$ cat src/rtl/host_rate_pkg.sv
// constants, types and helpers shared by the host port rate limiter
package host_rate_pkg;

  // ------------------------------------------------------------
  // timing
  // ------------------------------------------------------------
  localparam int CLK_MHZ      = 50;
  localparam int TICK_TIME_US = 1000;
  localparam int TICK_CYCLES  = TICK_TIME_US * CLK_MHZ;

  // ------------------------------------------------------------
  // register indices (byte address is four times the index)
  // ------------------------------------------------------------
  localparam logic [13:0] IDX_HOST_CTRL       = 14'h0546;
  localparam logic [13:0] IDX_INGRESS_LIMITS  = 14'h0548;
  localparam logic [13:0] IDX_EGRESS_LIMITS   = 14'h054a;
  localparam logic [13:0] IDX_LINK_CTRL       = 14'h054c;
  localparam logic [13:0] IDX_LIMIT_STATUS    = 14'h054e;

  // ------------------------------------------------------------
  // field positions and reset values
  // ------------------------------------------------------------
  localparam int          POS_COUNT_PREAMBLE = 0;
  localparam int          POS_COUNT_IFG      = 1;
  localparam int          POS_INGRESS_MODE   = 2;
  localparam int          POS_LINK_10BT      = 0;
  localparam int          POS_MULTI_QUEUE    = 1;
  localparam int          POS_PRI0           = 0;
  localparam int          POS_PRI1           = 4;
  localparam int          POS_PRI2           = 8;
  localparam int          POS_PRI3           = 12;
  localparam logic [15:0] RST_HOST_CTRL      = 16'h0000;
  localparam logic [15:0] RST_INGRESS_LIMITS = 16'h0000;
  localparam logic [15:0] RST_EGRESS_LIMITS  = 16'h0000;
  localparam logic [15:0] RST_LINK_CTRL      = 16'h0002;

  // ------------------------------------------------------------
  // rate codes and byte overheads
  // ------------------------------------------------------------
  localparam logic [3:0]  CODE_UNLIMITED     = 4'h0;
  localparam logic [3:0]  CODE_MAX_10BT      = 4'h8;
  localparam logic [11:0] INTERFRAME_GAP_BYTES = 12'h00c;
  localparam logic [11:0] PREAMBLE_BYTES     = 12'h008;

  typedef enum logic [1:0] {
    MODE_ALL,
    MODE_FLOODED,
    MODE_MULTICAST,
    MODE_BROADCAST
  } ingress_mode_e;

  typedef struct packed {
    logic        valid;
    logic [1:0]  prio;
    logic [10:0] len;
    logic        bcast;
    logic        mcast;
    logic        flooded;
  } ingress_frame_s;

  typedef struct packed {
    logic        valid;
    logic [1:0]  prio;
    logic [10:0] len;
  } egress_sent_s;

  // bytes granted per tick for each code
  function automatic logic [15:0] rate_bytes(input logic [3:0] code);
    case (code)
      4'h1:    rate_bytes = 16'h0008;
      4'h2:    rate_bytes = 16'h0010;
      4'h3:    rate_bytes = 16'h0020;
      4'h4:    rate_bytes = 16'h0040;
      4'h5:    rate_bytes = 16'h007d;
      4'h6:    rate_bytes = 16'h00fa;
      4'h7:    rate_bytes = 16'h01f4;
      4'h8:    rate_bytes = 16'h03e8;
      4'h9:    rate_bytes = 16'h07d0;
      4'ha:    rate_bytes = 16'h0fa0;
      4'hb:    rate_bytes = 16'h1770;
      4'hc:    rate_bytes = 16'h1f40;
      4'hd:    rate_bytes = 16'h2328;
      4'he:    rate_bytes = 16'h2710;
      4'hf:    rate_bytes = 16'h2af8;
      default: rate_bytes = 16'h0000;
    endcase
  endfunction

  // codes above 10 Mbps fall back to unlimited on a 10BT link
  function automatic logic [3:0] eff_code(input logic [3:0] code, input logic link_10bt);
    eff_code = (link_10bt && code > CODE_MAX_10BT) ? CODE_UNLIMITED : code;
  endfunction

  // frame bytes plus optional gap and preamble
  function automatic logic [11:0] frame_bytes(input logic [10:0] len,
                                              input logic interframe_gap_bytes, input logic pre);
    frame_bytes = {1'b0, len} + (interframe_gap_bytes ? INTERFRAME_GAP_BYTES : 12'h000)
                + (pre ? PREAMBLE_BYTES : 12'h000);
  endfunction

endpackage

$ cat src/rtl/host_rate_limiter.sv
// host port ingress policing and egress shaping with APB registers
//
// Behaviour
// - drop pri1 ingress at rate, bits 7:4
// - drop pri0 ingress at rate, bits 3:0
// - decode 4-bit code, 0000 unlimited
// - 10BT link ignores codes above 10 Mbps
// - shape egress pri3 by bits 15:12
// - shape egress pri2 by bits 11:8
// - shape egress pri1 by bits 7:4
// - shape egress pri0 by bits 3:0
// - egress holds frames back, never drops
// - single queue: only pri0 egress limited
// - optionally count 12 gap bytes
// - optionally count 8 preamble bytes
// - ingress mode selects counted frame kinds
`timescale 1ns/1ns
module host_rate_limiter
  import host_rate_pkg::*;
#(
  parameter int TICK_LEN = TICK_CYCLES,
  parameter int CW       = 18
) (
  input  wire logic           CLK,
  input  wire logic           ARST_N,
  input  wire logic [15:0]    PADDR,
  input  wire logic           PSEL,
  input  wire logic           PENABLE,
  input  wire logic           PWRITE,
  input  wire logic [31:0]    PWDATA,
  input  wire logic [3:0]     PSTRB,
  output logic      [31:0]    PRDATA,
  output logic                PREADY,
  output logic                PSLVERR,
  input  wire ingress_frame_s ING_FRAME,
  output logic                ING_DONE,
  output logic                ING_DROP,
  input  wire egress_sent_s   EG_SENT,
  output logic      [3:0]     EG_ALLOW
);

  // ------------------------------------------------------------
  // registers and state
  // ------------------------------------------------------------
  logic [15:0] host_ctrl;
  logic [15:0] host_ingress_rate_limits;
  logic [15:0] host_egress_rate_limits;
  logic [15:0] link_ctrl;
  logic [15:0] tick_count;
  logic        tick;
  logic [5:0]  exhausted;
  logic [3:0]  lim_code [6];
  logic [5:0]  lim_charge;
  logic [11:0] lim_bytes [6];
  logic [13:0] idx;
  logic        access;
  logic        wr_en;
  logic        link_10bt;
  logic        multi_queue;
  logic        count_ifg;
  logic        count_pre;
  logic [11:0] ing_bytes;
  logic [11:0] eg_bytes;
  logic        ing_counted;
  logic        ing_limited;
  logic        next_drop;

  function automatic logic reg_mapped(input logic [13:0] i);
    reg_mapped = (i == IDX_HOST_CTRL) || (i == IDX_INGRESS_LIMITS)
              || (i == IDX_EGRESS_LIMITS) || (i == IDX_LINK_CTRL)
              || (i == IDX_LIMIT_STATUS);
  endfunction

  function automatic logic [15:0] merge(input logic [15:0] old, input logic [31:0] wd,
                                        input logic [3:0] strb);
    merge = {strb[1] ? wd[15:8] : old[15:8], strb[0] ? wd[7:0] : old[7:0]};
  endfunction

  assign idx         = PADDR[15:2];
  assign access      = PSEL && PENABLE;
  assign wr_en       = access && PREADY && PWRITE && (PADDR[1:0] == 2'b00);
  assign link_10bt   = link_ctrl[POS_LINK_10BT];
  assign multi_queue = link_ctrl[POS_MULTI_QUEUE];
  assign count_ifg   = host_ctrl[POS_COUNT_IFG];
  assign count_pre   = host_ctrl[POS_COUNT_PREAMBLE];

  // ------------------------------------------------------------
  // apb slave: one wait state, error on unmapped or unaligned
  // ------------------------------------------------------------
  always_ff @(posedge CLK or negedge ARST_N) begin
    if (!ARST_N) begin
      PREADY  <= 1'b0;
      PSLVERR <= 1'b0;
      PRDATA  <= 32'h0000_0000;
    end else begin
      PREADY  <= access && !PREADY;
      PSLVERR <= access && !PREADY && (!reg_mapped(idx) || PADDR[1:0] != 2'b00);
      if (access && !PREADY && !PWRITE && PADDR[1:0] == 2'b00) begin
        case (idx)
          IDX_HOST_CTRL:      PRDATA <= {16'h0000, host_ctrl};
          IDX_INGRESS_LIMITS: PRDATA <= {16'h0000, host_ingress_rate_limits};
          IDX_EGRESS_LIMITS:  PRDATA <= {16'h0000, host_egress_rate_limits};
          IDX_LINK_CTRL:      PRDATA <= {16'h0000, link_ctrl};
          IDX_LIMIT_STATUS:   PRDATA <= {26'h000_0000, exhausted};
          default:            PRDATA <= 32'h0000_0000;
        endcase
      end else if (access && !PREADY) begin
        PRDATA <= 32'h0000_0000;
      end
    end
  end

  always_ff @(posedge CLK or negedge ARST_N) begin
    if (!ARST_N) begin
      host_ctrl                <= RST_HOST_CTRL;
      host_ingress_rate_limits <= RST_INGRESS_LIMITS;
      host_egress_rate_limits  <= RST_EGRESS_LIMITS;
      link_ctrl                <= RST_LINK_CTRL;
    end else if (wr_en) begin
      case (idx)
        IDX_HOST_CTRL: begin
          host_ctrl <= merge(host_ctrl, PWDATA, PSTRB) & 16'h000f;
        end
        IDX_INGRESS_LIMITS: begin
          host_ingress_rate_limits <= merge(host_ingress_rate_limits, PWDATA, PSTRB);
        end
        IDX_EGRESS_LIMITS: begin
          host_egress_rate_limits <= merge(host_egress_rate_limits, PWDATA, PSTRB);
        end
        IDX_LINK_CTRL: begin
          link_ctrl <= merge(link_ctrl, PWDATA, PSTRB) & 16'h0003;
        end
        default: begin
        end
      endcase
    end
  end

  // ------------------------------------------------------------
  // replenish tick
  // ------------------------------------------------------------
  always_ff @(posedge CLK or negedge ARST_N) begin
    if (!ARST_N) begin
      tick_count <= 16'h0000;
      tick       <= 1'b0;
    end else if (tick_count == 16'(TICK_LEN - 1)) begin
      tick_count <= 16'h0000;
      tick       <= 1'b1;
    end else begin
      tick_count <= tick_count + 16'h0001;
      tick       <= 1'b0;
    end
  end

  // ------------------------------------------------------------
  // limiter codes: 0,1 ingress pri0/pri1; 2..5 egress pri0..pri3
  // ------------------------------------------------------------
  always_comb begin
    lim_code[0] = eff_code(host_ingress_rate_limits[POS_PRI0 +: 4], link_10bt);
    lim_code[1] = eff_code(host_ingress_rate_limits[POS_PRI1 +: 4], link_10bt);
    lim_code[2] = eff_code(host_egress_rate_limits[POS_PRI0 +: 4], link_10bt);
    lim_code[3] = eff_code(host_egress_rate_limits[POS_PRI1 +: 4], link_10bt);
    lim_code[4] = eff_code(host_egress_rate_limits[POS_PRI2 +: 4], link_10bt);
    lim_code[5] = eff_code(host_egress_rate_limits[POS_PRI3 +: 4], link_10bt);
    if (!multi_queue) begin
      lim_code[3] = CODE_UNLIMITED;
      lim_code[4] = CODE_UNLIMITED;
      lim_code[5] = CODE_UNLIMITED;
    end
  end

  // ------------------------------------------------------------
  // ingress classification and drop decision
  // ------------------------------------------------------------
  assign ing_bytes = frame_bytes(ING_FRAME.len, count_ifg, count_pre);
  assign eg_bytes  = frame_bytes(EG_SENT.len, count_ifg, count_pre);

  always_comb begin
    case (ingress_mode_e'(host_ctrl[POS_INGRESS_MODE +: 2]))
      MODE_ALL:       ing_counted = 1'b1;
      MODE_FLOODED:   ing_counted = ING_FRAME.bcast || ING_FRAME.mcast
                                 || ING_FRAME.flooded;
      MODE_MULTICAST: ing_counted = ING_FRAME.bcast || ING_FRAME.mcast;
      MODE_BROADCAST: ing_counted = ING_FRAME.bcast;
      default:        ing_counted = 1'b1;
    endcase
    ing_limited = ING_FRAME.valid && ing_counted && (ING_FRAME.prio < 2'd2);
    next_drop   = ing_limited && exhausted[ING_FRAME.prio[0]];
  end

  always_comb begin
    lim_charge[0] = ing_limited && !next_drop && (ING_FRAME.prio == 2'd0);
    lim_charge[1] = ing_limited && !next_drop && (ING_FRAME.prio == 2'd1);
    lim_bytes[0]  = ing_bytes;
    lim_bytes[1]  = ing_bytes;
    for (int q = 0; q < 4; q++) begin
      lim_charge[q + 2] = EG_SENT.valid && (EG_SENT.prio == 2'(q));
      lim_bytes[q + 2]  = eg_bytes;
    end
  end

  for (genvar i = 0; i < 6; i++) begin : g_bucket
    rate_bucket #(
      .CW           (CW)
    ) u_bucket (
      .clk          (CLK),
      .arst_n       (ARST_N),
      .tick         (tick),
      .code         (lim_code[i]),
      .charge       (lim_charge[i]),
      .charge_bytes (lim_bytes[i]),
      .exhausted    (exhausted[i])
    );
  end

  // ------------------------------------------------------------
  // frame path outputs
  // ------------------------------------------------------------
  always_ff @(posedge CLK or negedge ARST_N) begin
    if (!ARST_N) begin
      ING_DONE <= 1'b0;
      ING_DROP <= 1'b0;
    end else begin
      ING_DONE <= ING_FRAME.valid;
      ING_DROP <= next_drop;
    end
  end

  always_ff @(posedge CLK or negedge ARST_N) begin
    if (!ARST_N) begin
      EG_ALLOW <= 4'hf;
    end else begin
      EG_ALLOW <= ~exhausted[5:2];
    end
  end

endmodule

$ cat src/rtl/rate_bucket.sv
// credit bucket for one priority limiter
`timescale 1ns/1ns
module rate_bucket
  import host_rate_pkg::*;
#(
  parameter int CW = 18
) (
  input  wire logic        clk,
  input  wire logic        arst_n,
  input  wire logic        tick,
  input  wire logic [3:0]  code,
  input  wire logic        charge,
  input  wire logic [11:0] charge_bytes,
  output logic             exhausted
);

  logic signed [CW-1:0] credit;
  logic signed [CW-1:0] next_credit;
  logic signed [CW-1:0] cap;

  always_comb begin
    cap         = $signed(CW'({1'b0, rate_bytes(code)}));
    next_credit = credit;
    if (tick) begin
      next_credit = next_credit + cap;
    end
    if (charge) begin
      next_credit = next_credit - $signed(CW'({1'b0, charge_bytes}));
    end
    if (next_credit > cap) begin
      next_credit = cap;
    end
  end

  // ------------------------------------------------------------
  // credit replenished each tick, spent per frame
  // ------------------------------------------------------------
  always_ff @(posedge clk or negedge arst_n) begin
    if (!arst_n) begin
      credit <= '0;
    end else if (code == CODE_UNLIMITED) begin
      credit <= '0;
    end else begin
      credit <= next_credit;
    end
  end

  assign exhausted = (code != CODE_UNLIMITED) && (credit <= 0);

endmodule

$ cat config.mk
export PLATFORM = sky130hd
export DESIGN_NAME = host_rate_limiter
export DESIGN_NICKNAME = d
export VERILOG_FILES = /design/src/rtl/host_rate_pkg.sv /design/src/rtl/host_rate_limiter.sv /design/src/rtl/rate_bucket.sv
export SDC_FILE = /design/constraint.sdc
export NUM_CORES = 1
export LEC_CHECK = 0
export BUFFER_PORTS_ARGS = -buffer_cell sky130_fd_sc_hd__clkbuf_2
export CORE_ASPECT_RATIO = 1.5
export CORE_MARGIN = 1
export CORE_UTILIZATION = 69
export DETAILED_ROUTE_END_ITERATION = 16
export HOLD_SLACK_MARGIN = 0.08
export MAX_ROUTING_LAYER = met4
export PLACE_DENSITY = 0.95
export SLEW_MARGIN = 10
export SYNTH_ARGS = -nofsm -noshare
export SYNTH_HDL_FRONTEND = slang
export SYNTH_SLANG_ARGS = --single-unit
$ cat constraint.sdc
create_clock -name CLK -period 16.1 [get_ports CLK]
set_clock_uncertainty 0.2 [all_clocks]
set_input_delay 0.805 -clock CLK [delete_from_list [all_inputs] [get_ports CLK]]
set_output_delay 0.805 -clock CLK [all_outputs]
set_load 0.005 [all_outputs]
==> results.yml, run 1 <==
outcome:
  status: "finished clean"
worst_setup_path:
  timing.rr.end: "g_bucket[0].u_bucket.credit[12]"
  cp_num_buf_inv: 2
  crit_family: "compound AO/OA/AOI/OAI gates"
  start_kind: "flip-flop"
  reg2reg_from: "host_ingress_rate_limits[2]"
  worstPathArrival_ns: 10.08
  worstPathRequired_ns: 16.29
  crit_end: "g_bucket[0].u_bucket.credit[12]"
  critPathMaxStageDelay_ns: 0.84
  worstSetupPathDepth: 30
  critPathSlowestCell: "a2111oi_0"
  r2r_slack_ns: 6.21
  crit_path_end_kind: "flip-flop"
  critPathKind: "reg2reg"
  crit_fanout: 16
  worstSetupStartpoint: "host_ingress_rate_limits[2]"
  r2r_cells: 30
pwr:
  power_leakage_nw: 11.75
  peakVddDrop_mv: 0.07973
  power_mw: 1.880
  power_density_nw_per_um2: 75.11
grt:
  grt_max_degree: 119
  grt_pass1_vias: 23940
  grt_overflow: 0
  antenna_found_initial: 0
  grt_pass1_wl_um: 114800
  grt_usage_pct: 41.44
clocking:
  cts_tree: "yes"
  clk_path_buf_depth: 2
  post_cts_buffers: 0
  cts_buffers: 17
  cts-hold-fix-buffers: 0
  cts_resized: 0
  cts-htree-levels: 4
  cts.sinks: 187
  clock-root-buffer: "clkbuf_16"
  insertion_delay_ns: 0.48
  cts.clk_slew.worst_paths_ns: 0.08
final_layout:
  syn_to_final_growth_pct: 4.540
  post_route_cells_drive_above_1_share_pct: 10.16
  nets: 3396
  final_util_pct: 73.27
  fillCellCount: 2582
  diodes: 0
  stdcell_count: 3438
  post-route-cell-area_um2: 25040
synth:
  synthArstFlopShare_pct: 100.0
  yosysSeqAreaShare_pct: 19.57
  ys_ff_latch: 187
  syn-instance-count: 2998
  yosys_most_used_dff: "dfrtp_1"
  synth_top_cell_area_share_pct: 19.02
  yosysMostFrequentCell: "ha_1"
  synth_area_leaders: "dfrtp_1, ha_1, xnor2_1"
  synth_top_cell_by_area: "dfrtp_1"
  ys_types: 105
  synthesis.area_um2: 23950
  yosys_warnings: 0
  synthTopCellsByCount: "ha_1, nand2_1, nor2_1, a21oi_1, o21ai_0"
  synth-edff-count: 0
  synth.avg_cell_area_um2: 7.988
placement:
  placed_area_um2: 24460
  place_ws_ns: 6.618
  dp_hpwl_um: 55030
  dp_cells: 3406
  place_congestion: 1.029
  placement.io_buffers: 93
sta:
  drv_slew: 0
  relSlewSlack_pct: 14.60
  hold_viol: 0
  clock.fmax_ghz: 0.1011
  fin_setup_tns_ns: 0
  worstMarginPinSlew_ns: 1.272
  setup_ws_ns: 6.207
  setup_violations: 0
  fin_hold_ws_ns: 0.2245
  period_share_pct: 61.45
  period_needed_ns: 9.893
  rsz0062_at_grt: "no"
floorplan:
  ios: 128
  rows: 83
  die_w_um: 154.1
  die_y_um: 230.2
  core-area_um2: 34170
  start_util_pct: 70.09
  dieArea_um2: 35470
drt:
  routedWlPerCell_um: 20.70
  drcViolationCount: 0
  postRouteAntennaNets: 0
  drtPass1Iterations: 9
  num_vias: 23900
  wirelength_um: 71150
  drt_iter0_markers: 1785
  vias_per_cell: 6.953
flow_run:
  drv_cap: 0
worst_hold_path:
  min_path_type: "in2async"
[worst min path at each step]
| stage | from | end | slack (ns) | depth (start not counted) |
|---|---|---|---|---|
| 6_report | ARST_N | tick_count[5] | 0.22 | 1 |
| 5_1_grt | ING_FRAME[16] | ING_DONE | 0.26 | 1 |
| 4_1_cts | ING_FRAME[16] | ING_DONE | 0.26 | 1 |
| 3_5_place_dp | PRDATA[6] | PRDATA[6] | 0.28 | 2 |
| 3_3_place_gp | tick_count[0] | tick_count[0] | 0.26 | 1 |
| 2_1_floorplan | tick_count[0] | tick_count[0] | 0.25 | 1 |
[layout make-up]
class                      count  area, µm²  share of cell area (%)
inverter                     167      626.9                   2.504
multi-input combinational   2524      18070                   72.17
timing repair buffer         103      549.3                   2.194
sequential                   187       4690                   18.73
clock inverter                13      127.6                  0.5098
tap                          425      531.8                   2.124
clock buffer                  19      442.9                   1.769
[routing by layer]
layer	share of wire, %	track usage, %	wire [µm]	vias up
met5	0	-	0	-
met2	50	71.93	35330	1292
li1	-	-	-	10950
met3	7.8	6.634	5536	405
met4	7.9	32.16	5596	0
met1	35	41.41	24690	11260
[state kept, by name, indices dropped and copies added (netlist names)]
signal and flops:
tick 1, PREADY 1, PRDATA 16, host_ingress_rate_limits 16
g_bucket.u_bucket.credit 108, host_egress_rate_limits 16, tick_count 16, ING_DROP 1
PSLVERR 1, EG_ALLOW 4, link_ctrl 2, ING_DONE 1
host_ctrl 4
[worst reg2reg max path, delay by kind of cell, from the launching register on]
kind	cells	cell delay, ns
adder cells (fa/ha/maj)	3	0.97
multiplexers	2	0.51
XOR/XNOR	2	0.40
AO/OA/AOI/OAI	16	5.64
buffers and inverters	2	0.42
flip-flops	1	0.55
AND/OR/NAND/NOR	5	1.14
[power breakdown]
group | total (mW) | internal (mW) | switching [mW] | leakage, nW
clock | 0.428 | 0.209 | 0.219 | 0.271
sequential | 0.555 | 0.512 | 0.0428 | 2.46
combinational | 0.898 | 0.361 | 0.537 | 9.02
[cells in the final DEF (no fill, tap or decap), types with 32 or more instances in the layout]
master    Yosys  final
nor2_1      210    210
nand2_1     297    297
o211ai_1     32     32
clkbuf_2      0     92
and3_1       42     42
inv_1       166    166
dfrtp_1     182    181
a21oi_1     206    206
nand3_1     105    105
o21ai_0     192    192
a211oi_1     33     33
nand4_1      40     40
mux2_2       97     97
nand2b_1     35     35
xor2_1       65     65
a21o_1       67     67
ha_1        298    298
mux2i_1      51     51
nor4_1       37     36
o21a_1       32     32
xnor2_1     132    132
nor3_1       72     71
[logic make-up after synthesis]
| group | after synthesis | share of synthesized area, % |
|---|---|---|
| flip-flops | 187 | 19.57 |
| AO/OA/AOI/OAI | 836 | 23.55 |
| multiplexers | 149 | 6.755 |
| other | 1 | 0.01566 |
| AND/OR/NAND/NOR | 1015 | 21.09 |
| adder cells (fa/ha/maj) | 311 | 16.53 |
| buffers and inverters | 302 | 5.293 |
| XOR/XNOR | 197 | 7.205 |
No activity file was read; power rests on OpenSTA's default activity.
==> inputs of run 2 (changes only) <==
- CORE_UTILIZATION: 69 -> 58
- PLACE_DENSITY: 0.95 -> 0.87
- clock period: 16.1 -> 8.4 ns (I/O delays scaled with it)
==> results.yml, run 2 (synthesis results as in run 1) <==
outcome:
  status: "finished clean"
drt:
  num_vias: 23450
  drcViolationCount: 0
  wl_met3_um: 4250
  drtPass1Iterations: 6
  wl_met2_um: 35470
  top_layer_used: "met4"
  routedWlPerCell_um: 19.71
  drt_iter0_markers: 1697
  wirelength_um: 70770
  vias_per_cell: 6.531
  postRouteAntennaNets: 0
  drt-met1-wl_um: 26300
final_layout:
  post_route_cells_drive_above_1_share_pct: 12.45
  regMostFlops: "g_bucket.u_bucket.credit"
  final_util_pct: 64.10
  syn_to_final_growth_pct: 8.213
  most-common-layout-cells: "nand2_1, ha_1, nor2_1"
  post-route-cell-area_um2: 25910
  nets: 3467
  largest_reg_flops: 108
worst_setup_path:
  timing.rr.end: "g_bucket[4].u_bucket.credit[0]"
  critPathMaxStageDelay_ns: 0.74
  worstPathArrival_ns: 8.31
  cp_num_buf_inv: 3
  start_kind: "flip-flop"
  critPathSlowestCell: "dfstp_4"
  r2r_slack_ns: 0.25
  critPathKind: "reg2reg"
  crit_path_end_kind: "flip-flop"
  r2r_cells: 34
  reg2reg_from: "link_ctrl[1]"
  crit_family: "compound AO/OA/AOI/OAI gates"
  crit_fanout: 14
  worstPathRequired_ns: 8.57
sta:
  period_needed_ns: 8.146
  period_share_pct: 96.98
  fin_hold_ws_ns: 0.1192
  relSlewSlack_pct: 29.29
  setup_violations: 0
  drv_slew: 0
  hold_viol: 0
  clock.fmax_ghz: 0.1228
  fin_setup_tns_ns: 0
  worstMarginPinSlew_ns: 1.053
grt:
  grt_pass1_vias: 23080
  grt_overflow: 0
  grt_max_degree: 119
  grt_usage_pct: 33.86
  antenna_found_initial: 1
  grt_pass1_wl_um: 111600
flow_run:
  drv_cap: 0
worst_hold_path:
  holdPathStages: 2
  min_path_type: "in2reg"
  min_from: "PWDATA[2]"
  min_to: "host_ingress_rate_limits[2]"
floorplan:
  start_util_pct: 59.24
  die_w_um: 167.9
  dieArea_um2: 42120
  die_y_um: 250.9
  core-area_um2: 40430
  rows: 90
  ios: 128
pwr:
  share_comb_of_total_power_pct: 48.1
  peakVddDrop_mv: 0.1361
  power_mw: 3.641
  power_leakage_nw: 12.13
  intPower_mw: 2.116
  swShare_pct: 41.90
  seq_power_share_pct: 29.2
  power_density_nw_per_um2: 140.5
  p_clk_share_pct: 22.7
  p_switching_mw: 1.526
clocking:
  cts-htree-levels: 4
  cts.sinks: 187
  insertion_delay_ns: 0.47
  cts_tree: "yes"
  cts.clk_slew.worst_paths_ns: 0.08
  clock-root-buffer: "clkbuf_16"
  clk_path_buf_depth: 2
  cts_buffers: 17
placement:
  placed_area_um2: 24910
  dp_hpwl_um: 55840
  place_congestion: 1.020
  placement.io_buffers: 93
-- run 2: worst reg2reg max path, delay by kind of cell, from the launching register on --
kind | cells | cell delay, ns
xor+xnor | 1 | 0.08
buf+inv | 3 | 0.55
fa+ha+maj | 4 | 1.23
compound gates | 18 | 3.80
flops | 1 | 0.74
mux | 2 | 0.61
simple gates | 6 | 0.84
-- run 2: how the worst max path moves through the flow --
stage / start / endpoint / slack, ns / cells past startpoint
floorplan: link_ctrl[1] / g_bucket[3].u_bucket.credit[10] / 0.64 / 37
global placement: host_ingress_rate_limits[0] / g_bucket[0].u_bucket.credit[4] / -0.02 / 34
detailed placement: host_ingress_rate_limits[0] / g_bucket[0].u_bucket.credit[3] / -0.08 / 34
CTS: link_ctrl[1] / g_bucket[3].u_bucket.credit[5] / 0.002 / 32
global route: link_ctrl[1] / g_bucket[4].u_bucket.credit[8] / -0.01 / 36
finish: link_ctrl[1] / g_bucket[4].u_bucket.credit[0] / 0.25 / 34
-- run 2: stage by stage --
step                setup slack [ns]  cells
floorplan                     0.6394   3013
global placement            -0.02441   3530
CTS                         0.001871   3581
finish                        0.2541   3591
global route                -0.01124   3591
detailed placement          -0.08387   3530
-- run 2: layout make-up --
cell class,count,area (µm²)
Multi-Input combinational cell,2524,18210
Timing Repair Buffer,174,1167
Clock buffer,18,429.2
Sequential cell,187,4695
Fill cell,3279,14510
Tap cell,506,633.1
Clock inverter,14,153.9
Inverter,167,626.9
Antenna cell,1,2.502
-- run 2: power groups by stage --
stage	Sequential [mW]	Clock, mW	Combinational, mW
6_report	1.06	0.828	1.75
5_1_grt	1.07	0.869	1.92
4_1_cts	1.06	0.832	1.69
3_5_place_dp	1.08	0	1.67
3_3_place_gp	1.07	0	1.61
2_1_floorplan	1.05	0	1.29
-- run 2: routing by layer --
metal	vias up	global-route usage, %
li1	11110	-
met1	11110	34.24
met2	937	60.50
met3	297	4.991
met4	0	22.28
met5	-	-
-- run 2: repair_timing --
| action | 4_1_cts | 5_1_grt |
|---|---|---|
| gates resized for setup | 1 | 38 |
| setup buffers | 0 | 9 |
| pin swaps | 0 | 6 |
| endpoints found under the setup margin | 15 | 75 |
| hold endpoints to repair | 144 | 0 |
| gates cloned | 0 | 0 |
| hold buffers | 19 | 0 |
